<file path="config.mk">
export PLATFORM = sky130hd
export DESIGN_NAME = rrb_top
export DESIGN_NICKNAME = d
export VERILOG_FILES = /design/src/inc/rrb_pkg.sv /design/src/logic/rrb_decode.sv /design/src/logic/rrb_sample_gen.sv /design/src/logic/rrb_top.sv
export VERILOG_INCLUDE_DIRS = /design/src /design/src/inc
export SDC_FILE = /design/constraint.sdc
export NUM_CORES = 1
export LEC_CHECK = 0
export BUFFER_PORTS_ARGS = -buffer_cell sky130_fd_sc_hd__buf_2
export CAP_MARGIN = 20
export CORE_ASPECT_RATIO = 2
export CORE_MARGIN = 2
export CORE_UTILIZATION = 50
export DETAILED_ROUTE_END_ITERATION = 8
export GPL_TIMING_DRIVEN = 0
export MAX_ROUTING_LAYER = met4
export PLACE_DENSITY = 0.88
export REMOVE_ABC_BUFFERS = 1
export SYNTH_ARGS = -nofsm -noshare
export SYNTH_HDL_FRONTEND = slang
export SYNTH_HIERARCHICAL = 1
export SYNTH_SLANG_ARGS = --single-unit
</file>
<file path="constraint.sdc">
create_clock -name clock -period 3.64 [get_ports clock]
set_clock_uncertainty 0.1 [all_clocks]
set_input_delay 0.182 -clock clock [delete_from_list [all_inputs] [get_ports clock]]
set_output_delay 0.182 -clock clock [all_outputs]
set_load 0.005 [all_outputs]
</file>
<file path="src/inc/rrb_map.svh">
/*
  Offsets, field positions, reset values and timing counts of the
  resolver readout slave. Assumes a 50 MHz system clock.
*/
`ifndef RRB_MAP_SVH
`define RRB_MAP_SVH

// -----------------------------------------------------------------
// address space
// -----------------------------------------------------------------
`define RRB_ADR_W       16
`define RRB_SEL_BITS    14
`define RRB_LOW_BITS    2
`define RRB_OFS_CTRL    2'h0
`define RRB_OFS_ANGLE   2'h2
`define RRB_AM_SUP      6'h2D
`define RRB_AM_NPRIV    6'h29

// -----------------------------------------------------------------
// control / status word layout
// -----------------------------------------------------------------
`define RRB_CTL_GATE    0
`define RRB_CTL_CHAN    1
`define RRB_CTL_SINCOS  3
`define RRB_CTL_FAIL    4
`define RRB_CTL_MOD     5
`define RRB_ST_BUSY     8
`define RRB_ST_STROBE   9
`define RRB_CTL_RESET   8'h00
`define RRB_ANGLE_W     14

// -----------------------------------------------------------------
// timing
// -----------------------------------------------------------------
`define RRB_CLK_NS      20
`define RRB_STROBE_NS   2000
`define RRB_STROBE_CYC  ((`RRB_STROBE_NS + `RRB_CLK_NS - 1) / `RRB_CLK_NS)

`endif

</file>
<file path="src/inc/rrb_pkg.sv">
/*
  Types of the resolver readout slave: state records and the
  strobe sequencer states. Assumes rrb_map.svh for widths.
*/
package rrb_pkg;

  // strobe sequencer states
  typedef enum logic [0:0] {
    RRB_ST_IDLE  = 1'b0,
    RRB_ST_PULSE = 1'b1
  } rrb_strobe_state_t;

  // strobe generator state
  typedef struct packed {
    rrb_strobe_state_t phase;
    logic [7:0]        count;
    logic              strobe_n;
  } rrb_sgen_t;

  // address compare state
  typedef struct packed {
    logic       hit;
    logic [1:0] offset;
  } rrb_dec_t;

  // top level state
  typedef struct packed {
    logic [7:0]  ctrl;
    logic [13:0] angle;
    logic        busy;
    logic        ack;
    logic [15:0] rdata;
    logic        xcvr_read_en;
    logic        mux_lo_n;
    logic        mux_hi_n;
    logic        sin_cos;
    logic        fail;
    logic        mux_short;
    logic        gate;
    logic [7:0]  mod_en_n;
  } rrb_top_t;

endpackage

</file>
<file path="src/logic/rrb_decode.sv">
/*
  Board select: compares the short I/O address against the board
  switches and checks the address modifier. Inputs are synchronous.
*/
`timescale 1ns/1ns
`include "rrb_map.svh"

module rrb_decode
  import rrb_pkg::*;
(
  // clock and reset
  input  wire logic                     clock,
  input  wire logic                     rst,
  // bus request
  input  wire logic                     req,
  input  wire logic [`RRB_ADR_W-1:0]    adr,
  input  wire logic [5:0]               am_code,
  // board configuration
  input  wire logic [1:0]               am_enable,
  input  wire logic [`RRB_SEL_BITS-1:0] board_switch,
  // result
  output logic                          hit,
  output logic [1:0]                    offset
);

  rrb_dec_t st;
  rrb_dec_t next_st;
  logic     am_ok;

  assign am_ok = (am_enable[0] && am_code == `RRB_AM_SUP) ||
                 (am_enable[1] && am_code == `RRB_AM_NPRIV);

  always_comb begin
    next_st        = st;
    next_st.hit    = req && am_ok && (adr[`RRB_ADR_W-1:`RRB_LOW_BITS] == board_switch);
    next_st.offset = adr[`RRB_LOW_BITS-1:0];
  end

  // state register
  always_ff @(posedge clock) begin
    if (rst) begin
      st <= '0;
    end else begin
      st <= next_st;
    end
  end

  assign hit    = st.hit;
  assign offset = st.offset;

endmodule

</file>
<file path="src/logic/rrb_sample_gen.sv">
/*
  Sample time generator: one active-low strobe per reference peak
  while the gate is high. Assumes ref_peak is a one-cycle pulse.
*/
`timescale 1ns/1ns
`include "rrb_map.svh"

module rrb_sample_gen
  import rrb_pkg::*;
#(
  parameter int STROBE_CYC = `RRB_STROBE_CYC
)
(
  // clock and reset
  input  wire logic clock,
  input  wire logic rst,
  // reference and gate
  input  wire logic ref_peak,
  input  wire logic sample_gate,
  // strobe out
  output logic      sample_strobe_n,
  output logic      strobe_active
);

  rrb_sgen_t st;
  rrb_sgen_t next_st;

  // peak start and pulse timing
  always_comb begin
    next_st = st;
    case (st.phase)
      RRB_ST_IDLE: begin
        if (ref_peak && sample_gate) begin
          next_st.phase    = RRB_ST_PULSE;
          next_st.count    = 8'(STROBE_CYC - 1);
          next_st.strobe_n = 1'b0;
        end
      end
      RRB_ST_PULSE: begin
        if (st.count == 8'h00) begin
          next_st.phase    = RRB_ST_IDLE;
          next_st.strobe_n = 1'b1;
        end else begin
          next_st.count = st.count - 8'h01;
        end
      end
      default: begin
        next_st.phase    = RRB_ST_IDLE;
        next_st.strobe_n = 1'b1;
      end
    endcase
  end

  // state register
  always_ff @(posedge clock) begin
    if (rst) begin
      st <= '{phase: RRB_ST_IDLE, count: 8'h00, strobe_n: 1'b1};
    end else begin
      st <= next_st;
    end
  end

  assign sample_strobe_n = st.strobe_n;
  assign strobe_active   = (st.phase == RRB_ST_PULSE);

endmodule

</file>
<file path="src/logic/rrb_top.sv">
/*
  Resolver readout bus slave: Wishbone classic register access to a
  control word and a held 14-bit shaft angle, plus the front-end
  controls (sample gate strobe, mux selects, sin/cos select, mux
  shorting). Assumes all inputs synchronous to clock, the converter
  busy input high while a conversion runs, ref_peak one cycle wide.
*/
// Added by the designer: register access over Wishbone and the register addresses.
`timescale 1ns/1ns
`include "rrb_map.svh"

// Operation
// - 16-bit data, transceivers read-enabled when selected
// - accept only modifier 2D or 29
// - switch compare asserts board select on match
// - selected read drives current angle word
// - 14-bit binary angle, bit 13 180 degrees
// - one internal bus for reads, control writes
// - control register drives converter and failure lamp
// - gate high gives strobe per peak
// - gate checked at start, strobe completes
// - all channels share one strobe per cycle
// - four channels per module, shared converter
// - two active-low lines pick channel
// - converter busy closes mux shorting switches
// - sin/cos select onto one line
// - four bytes, upper fourteen bits compared
module rrb_top
  import rrb_pkg::*;
#(
  parameter int NUM_MODULES = 1,
  parameter int STROBE_CYC  = `RRB_STROBE_CYC
)
(
  // clock and reset
  input  wire logic                     clock,
  input  wire logic                     rst,
  // wishbone slave
  input  wire logic                     wb_cyc,
  input  wire logic                     wb_stb,
  input  wire logic                     wb_we,
  input  wire logic [`RRB_ADR_W-1:0]    wb_adr,
  input  wire logic [1:0]               wb_sel,
  input  wire logic [15:0]              wb_dat_w,
  output logic      [15:0]              wb_dat_r,
  output logic                          wb_ack,
  // bus qualifiers and board setup
  input  wire logic [5:0]               am_code,
  input  wire logic [1:0]               am_enable,
  input  wire logic [`RRB_SEL_BITS-1:0] board_switch,
  output logic                          xcvr_read_en,
  // converter side
  input  wire logic [`RRB_ANGLE_W-1:0]  conv_angle,
  input  wire logic                     conv_busy,
  input  wire logic                     ref_peak,
  // front end controls
  output logic                          sample_strobe_n,
  output logic                          sample_gate,
  output logic                          mux_select_lo_n,
  output logic                          mux_select_hi_n,
  output logic [NUM_MODULES-1:0]        module_select_n,
  output logic                          sin_cos_sel,
  output logic                          mux_short,
  output logic                          failure_indicator
);

  // -----------------------------------------------------------------
  // declarations
  // -----------------------------------------------------------------
  rrb_top_t    st;
  rrb_top_t    next_st;
  logic        req;
  logic        hit;
  logic [1:0]  offset;
  logic        strobe_active;
  logic [15:0] internal_data_bus;
  logic [7:0]  ctrl_merged;
  logic        ctrl_write;
  logic [7:0]  ctrl_next;
  logic [7:0]  mod_onehot_n;

  // -----------------------------------------------------------------
  // address compare
  // -----------------------------------------------------------------

  // request seen while the master holds cyc and stb
  assign req = wb_cyc && wb_stb;

  // board select and modifier qualify
  rrb_decode u_decode (
    .clock        (clock),
    .rst          (rst),
    .req          (req),
    .adr          (wb_adr),
    .am_code      (am_code),
    .am_enable    (am_enable),
    .board_switch (board_switch),
    .hit          (hit),
    .offset       (offset)
  );

  // -----------------------------------------------------------------
  // sample strobe
  // -----------------------------------------------------------------

  rrb_sample_gen #(
    .STROBE_CYC (STROBE_CYC)
  ) u_sample_gen (
    .clock           (clock),
    .rst             (rst),
    .ref_peak        (ref_peak),
    .sample_gate     (st.gate),
    .sample_strobe_n (sample_strobe_n),
    .strobe_active   (strobe_active)
  );

  // -----------------------------------------------------------------
  // control write path
  // -----------------------------------------------------------------

  always_comb begin
    ctrl_merged = st.ctrl;
    if (wb_sel[0]) begin
      ctrl_merged = wb_dat_w[7:0];   // high byte is status only
    end
  end

  // control word after this edge, kept apart from next_st to avoid a loop
  assign ctrl_write = req && hit && !st.ack && wb_we && (offset == `RRB_OFS_CTRL);
  assign ctrl_next  = ctrl_write ? ctrl_merged : st.ctrl;

  genvar gi;
  generate
    for (gi = 0; gi < 8; gi = gi + 1) begin : g_mod
      assign mod_onehot_n[gi] = (ctrl_next[`RRB_CTL_MOD +: 3] != 3'(gi));
    end
  endgenerate

  // -----------------------------------------------------------------
  // read path
  // -----------------------------------------------------------------

  always_comb begin
    internal_data_bus = 16'h0000;
    case (offset)
      `RRB_OFS_CTRL: begin
        internal_data_bus[7:0]            = st.ctrl;
        internal_data_bus[`RRB_ST_BUSY]   = st.busy;
        internal_data_bus[`RRB_ST_STROBE] = strobe_active;
      end
      `RRB_OFS_ANGLE: begin
        internal_data_bus[`RRB_ANGLE_W-1:0] = st.angle;
      end
      default: begin
        internal_data_bus = 16'h0000;
      end
    endcase
  end

  // -----------------------------------------------------------------
  // next state
  // -----------------------------------------------------------------

  // bus handshake, control and converter tracking
  always_comb begin
    next_st = st;

    // single-cycle ack, dropped after one cycle
    next_st.ack = req && hit && !st.ack;

    next_st.xcvr_read_en = req && hit && !wb_we;

    if (req && hit && !st.ack && !wb_we) begin
      next_st.rdata = internal_data_bus;
    end else if (!req) begin
      next_st.rdata = 16'h0000;
    end

    // new control word, loaded at the ack edge
    next_st.ctrl = ctrl_next;

    next_st.busy = conv_busy;
    if (!conv_busy) begin
      next_st.angle = conv_angle;
    end

    next_st.mux_short = conv_busy;

    next_st.gate = next_st.ctrl[`RRB_CTL_GATE];
    next_st.mux_lo_n = !next_st.ctrl[`RRB_CTL_CHAN];
    next_st.mux_hi_n = !next_st.ctrl[`RRB_CTL_CHAN + 1];
    // sin or cos onto one line
    next_st.sin_cos  = next_st.ctrl[`RRB_CTL_SINCOS];
    next_st.fail     = next_st.ctrl[`RRB_CTL_FAIL];
    next_st.mod_en_n = mod_onehot_n;
  end

  // -----------------------------------------------------------------
  // state register
  // -----------------------------------------------------------------

  // synchronous reset to idle, lamp off, gate closed
  always_ff @(posedge clock) begin
    if (rst) begin
      st          <= '0;
      st.ctrl     <= `RRB_CTL_RESET;
      st.mux_lo_n <= 1'b1;
      st.mux_hi_n <= 1'b1;
      st.mod_en_n <= 8'hFE;
    end else begin
      st <= next_st;
    end
  end

  // -----------------------------------------------------------------
  // outputs
  // -----------------------------------------------------------------

  // every output but sample_strobe_n taken straight from the state register
  assign wb_dat_r          = st.rdata;
  assign wb_ack            = st.ack;
  assign xcvr_read_en      = st.xcvr_read_en;
  assign sample_gate       = st.gate;
  assign mux_select_lo_n   = st.mux_lo_n;
  assign mux_select_hi_n   = st.mux_hi_n;
  assign module_select_n   = st.mod_en_n[NUM_MODULES-1:0];
  assign sin_cos_sel       = st.sin_cos;
  assign mux_short         = st.mux_short;
  assign failure_indicator = st.fail;

endmodule

</file>
==> results.yml <==
run_status:
  status: "finished, final reports clean"
setup_path:
  crit_type: "flop to flop"
  max_stage_delay_ns: 0.73
  end_kind: "flop"
  reg2reg_slack_ns: 1.49
  worst-path-buf-inv: 1
  cp-start-kind: "flop"
  path_max_fanout: 6
  timing.rr.start: "u_sample_gen/st[1]$_SDFFE_PP0P_"
  cpLargestDelayFamily: "simple AND/OR/NAND/NOR gates"
  rr_endpoint: "u_sample_gen/st[2]$_SDFFE_PP0P_"
  cp_data_required_time_ns: 3.75
  reg2reg_depth: 5
  cp_cell_sequence: "inv_1 > ha_1 > nor3b_1 > a21bo_2 > mux2_2"
  worstPathArrival_ns: 2.26
  crit_slowest_cell: "nor3b_1"
floorplan:
  initial_core_util_pct: 51.5
  io_pins: 103
  fp.dieH_um: 104
  die_w_um: 54.1
  dieArea_mm2: 0.00563
  core_area_mm2: 0.00486
  row_count: 36
final_layout:
  multi_input_area_mm2: 0.00120
  final_cell_mix: "buf_2, dfxtp_1, mux2i_1"
  fill_cells: 414
  finish.net_count: 411
  regArea_mm2: 0.00110
  layout_commonest_cell: "buf_2"
  drive_gt1_share_pct: 33.8
  antennaDiodeCount: 0
  syn2layout_area_growth_pct: 21.6
  final_cell_count_no_fill: 391
cts:
  cts-root-buf: "clkbuf_8"
  cts_buffer_depth: 2
  clock-sinks: 55
  insertion_delay_ns: 0.31
  htree_levels: 2
  cts_tree: "built"
  cts-buffers-inserted: 5
  clkTransAtPathRegs_ns: 0.09
  post-cts-setup-buffer-count: 0
place:
  hpwl_um: 4250
  placed_cells: 371
  gp_congestion: 0.786
  port_buffers: 91
worst_hold_path:
  hold_depth: 3
  min_to: "st[34]$_SDFFE_PP0N_"
  hp-start: "conv_angle[1]"
  hold_path.class: "primary input to flop"
power_and_ir_drop:
  power_density_mw_per_mm2: 347
  sw_frac_of_total_pct: 23.8
  seq_power_share_pct: 58.9
  power_switching_uw: 251
  p_leak_uw: 0.00132
  peakVddDrop_v: 0.000321
  p_comb_share_pct: 10.3
  internal-power_uw: 805
  p_total_uw: 1060
  p_clk_share_pct: 30.8
grt:
  grt_pass1_wl_um: 9430
  grt_util_all_layers_pct: 23.6
  gr-total-overflow: 0
  antenna_found_initial: 0
  grt_max_degree: 35
  first_global_vias: 2166
timing:
  hold_ws_ns: 0.00759
  fin_setup_tns_ns: 0
  fin_crit_ns: 2.15
  slew_viol_final: 0
  setup_viol: 0
  max_freq_ghz: 0.466
  rsz0062_at_grt: "no"
  hold_viol_final: 0
  slew_headroom_pct: 41.3
  tightest_slew_ns: 0.879
  fin_crit_sh_pct: 59.0
route:
  vias: 2161
  drc: 0
  drt-total-wl_um: 5900
  drt-initial-drc-count: 67
  vias_per_cell: 5.53
  first_pass_iters: 4
  ant_nets: 0
  wire_per_inst_um: 15.1
synth:
  synth.area.top_cells: "dfxtp_1, mux2i_1, buf_4, xor2_1, o2bb2ai_1"
  ys_warn_count: 6
  synth_edf_count: 0
  synth_cells: 250
  synth_area_per_cell_um2: 10.0
  syn-cell-area_mm2: 0.00250
  synth_top_area_share_pct: 44.0
  ys_async_sr_fraction_pct: 0
  ys_seq_area_share_pct: 44.0
  yosys_register_bits: 55
  synthFlopType: "dfxtp_1"
  synth.distinct_cells: 49
  synth_top_area_cell: "dfxtp_1"
job:
  drv_cap: 0
==> metal layers <==
layer	GRT usage, %	share of wire (%)	vias up
met1	22.6	34	1006
li1	-	-	1040
met3	4.89	6.7	16
met5	-	0	-
met2	40.9	55	99
met4	13.0	3.7	0
==> worst min-delay path: cells and delay by family <==
kind / cells / cell delay [ns]
mux: 1 / 0.06
simple gates: 1 / 0.07
buf+inv: 1 / 0.08
==> sequential cells by signal, indices dropped and copies added, names as in the netlist <==
register                      count
st                               23
wb_dat_r                         14
u_sample_gen/st                   8
u_decode/offset                   2
module_select_n                   1
mux_select_hi_n                   1
mux_select_lo_n                   1
u_decode/hit                      1
u_sample_gen/sample_strobe_n      1
u_sample_gen/strobe_active        1
wb_ack                            1
xcvr_read_en                      1
==> stage by stage <==
| step | setup WS, ns | utilization (%) | cell area, um^2 |
|---|---|---|---|
| 2_1_floorplan | 1.84 | - | 2320 |
| 3_3_place_gp | 1.54 | 58.5 | 2850 |
| 3_5_place_dp | 1.51 | 58.5 | 2850 |
| 4_1_cts | 1.48 | 62.5 | 3040 |
| 5_1_grt | 1.38 | 62.6 | 3050 |
| 6_report | 1.49 | 62.6 | 3050 |
==> cell type report <==
class / count / area share, %
inverter: 6 / 0.740
tap: 57 / 2.34
timing repair buffer: 103 / 18.7
clock buffer: 5 / 2.26
multi-input combinational: 162 / 39.3
clock inverter: 3 / 0.493
sequential: 55 / 36.2
==> cells in the mapped netlist (all sizes together), types with 4 or more instances <==
cell type,count
a21oi,9
a32o,4
buf,22
clkbuf,6
dfxtp,55
inv,6
mux2,4
mux2i,29
nand2,16
nand4,6
nor2,16
nor2b,7
nor3,6
o21ai,4
o2bb2ai,10
or3,4
xor2,11
==> cells by family (layout without fill, tap and decap cells) <==
group | Yosys count | after routing | synth area share (%)
and+or+nand+nor | 74 | 74 | 17.1
muxes | 33 | 33 | 13.5
AOI/OAI and AO/OA | 38 | 38 | 11.4
DFF | 55 | 55 | 44.0
xor gates and xnor gates | 14 | 14 | 4.90
adders and majority gates | 1 | 1 | 0.499
other | 1 | 2 | 0.150
buffers and inverters | 34 | 117 | 8.44
==> how the worst max path moves through the flow <==
stage | endpoint | from | slack [ns] | cells past startpoint
finish | u_sample_gen/st[2]$_SDFFE_PP0P_ | u_sample_gen/st[1]$_SDFFE_PP0P_ | 1.49 | 5
global route | u_sample_gen/st[2]$_SDFFE_PP0P_ | u_sample_gen/st[1]$_SDFFE_PP0P_ | 1.38 | 5
CTS | u_sample_gen/st[2]$_SDFFE_PP0P_ | u_sample_gen/st[5]$_SDFFE_PP0P_ | 1.48 | 3
detailed placement | wb_dat_r[12]$_SDFFE_PP0P_ | rst | 1.51 | 4
global placement | wb_dat_r[11]$_SDFFE_PP0P_ | rst | 1.54 | 4
floorplan | u_sample_gen/st[5]$_SDFFE_PP0P_ | u_sample_gen/st[1]$_SDFFE_PP0P_ | 1.84 | 5
==> power groups by stage <==
stage               sequential [uW]  combinational (uW)  clock, uW
CTS                             622                 109        338
finish                          622                 109        325
floorplan                       633                43.2          0
global placement                635                96.9          0
global route                    623                 119        361
detailed placement              636                 100          0
==> repair_timing <==
| action | 4_1_cts | 5_1_grt |
|---|---|---|
| resized for setup | 0 | 0 |
| hold buffers | 11 | 0 |
| endpoints found under the hold margin | 11 | 0 |
| endpoints found under the setup margin | 0 | 0 |
No activity file was read; power rests on OpenSTA's default activity.
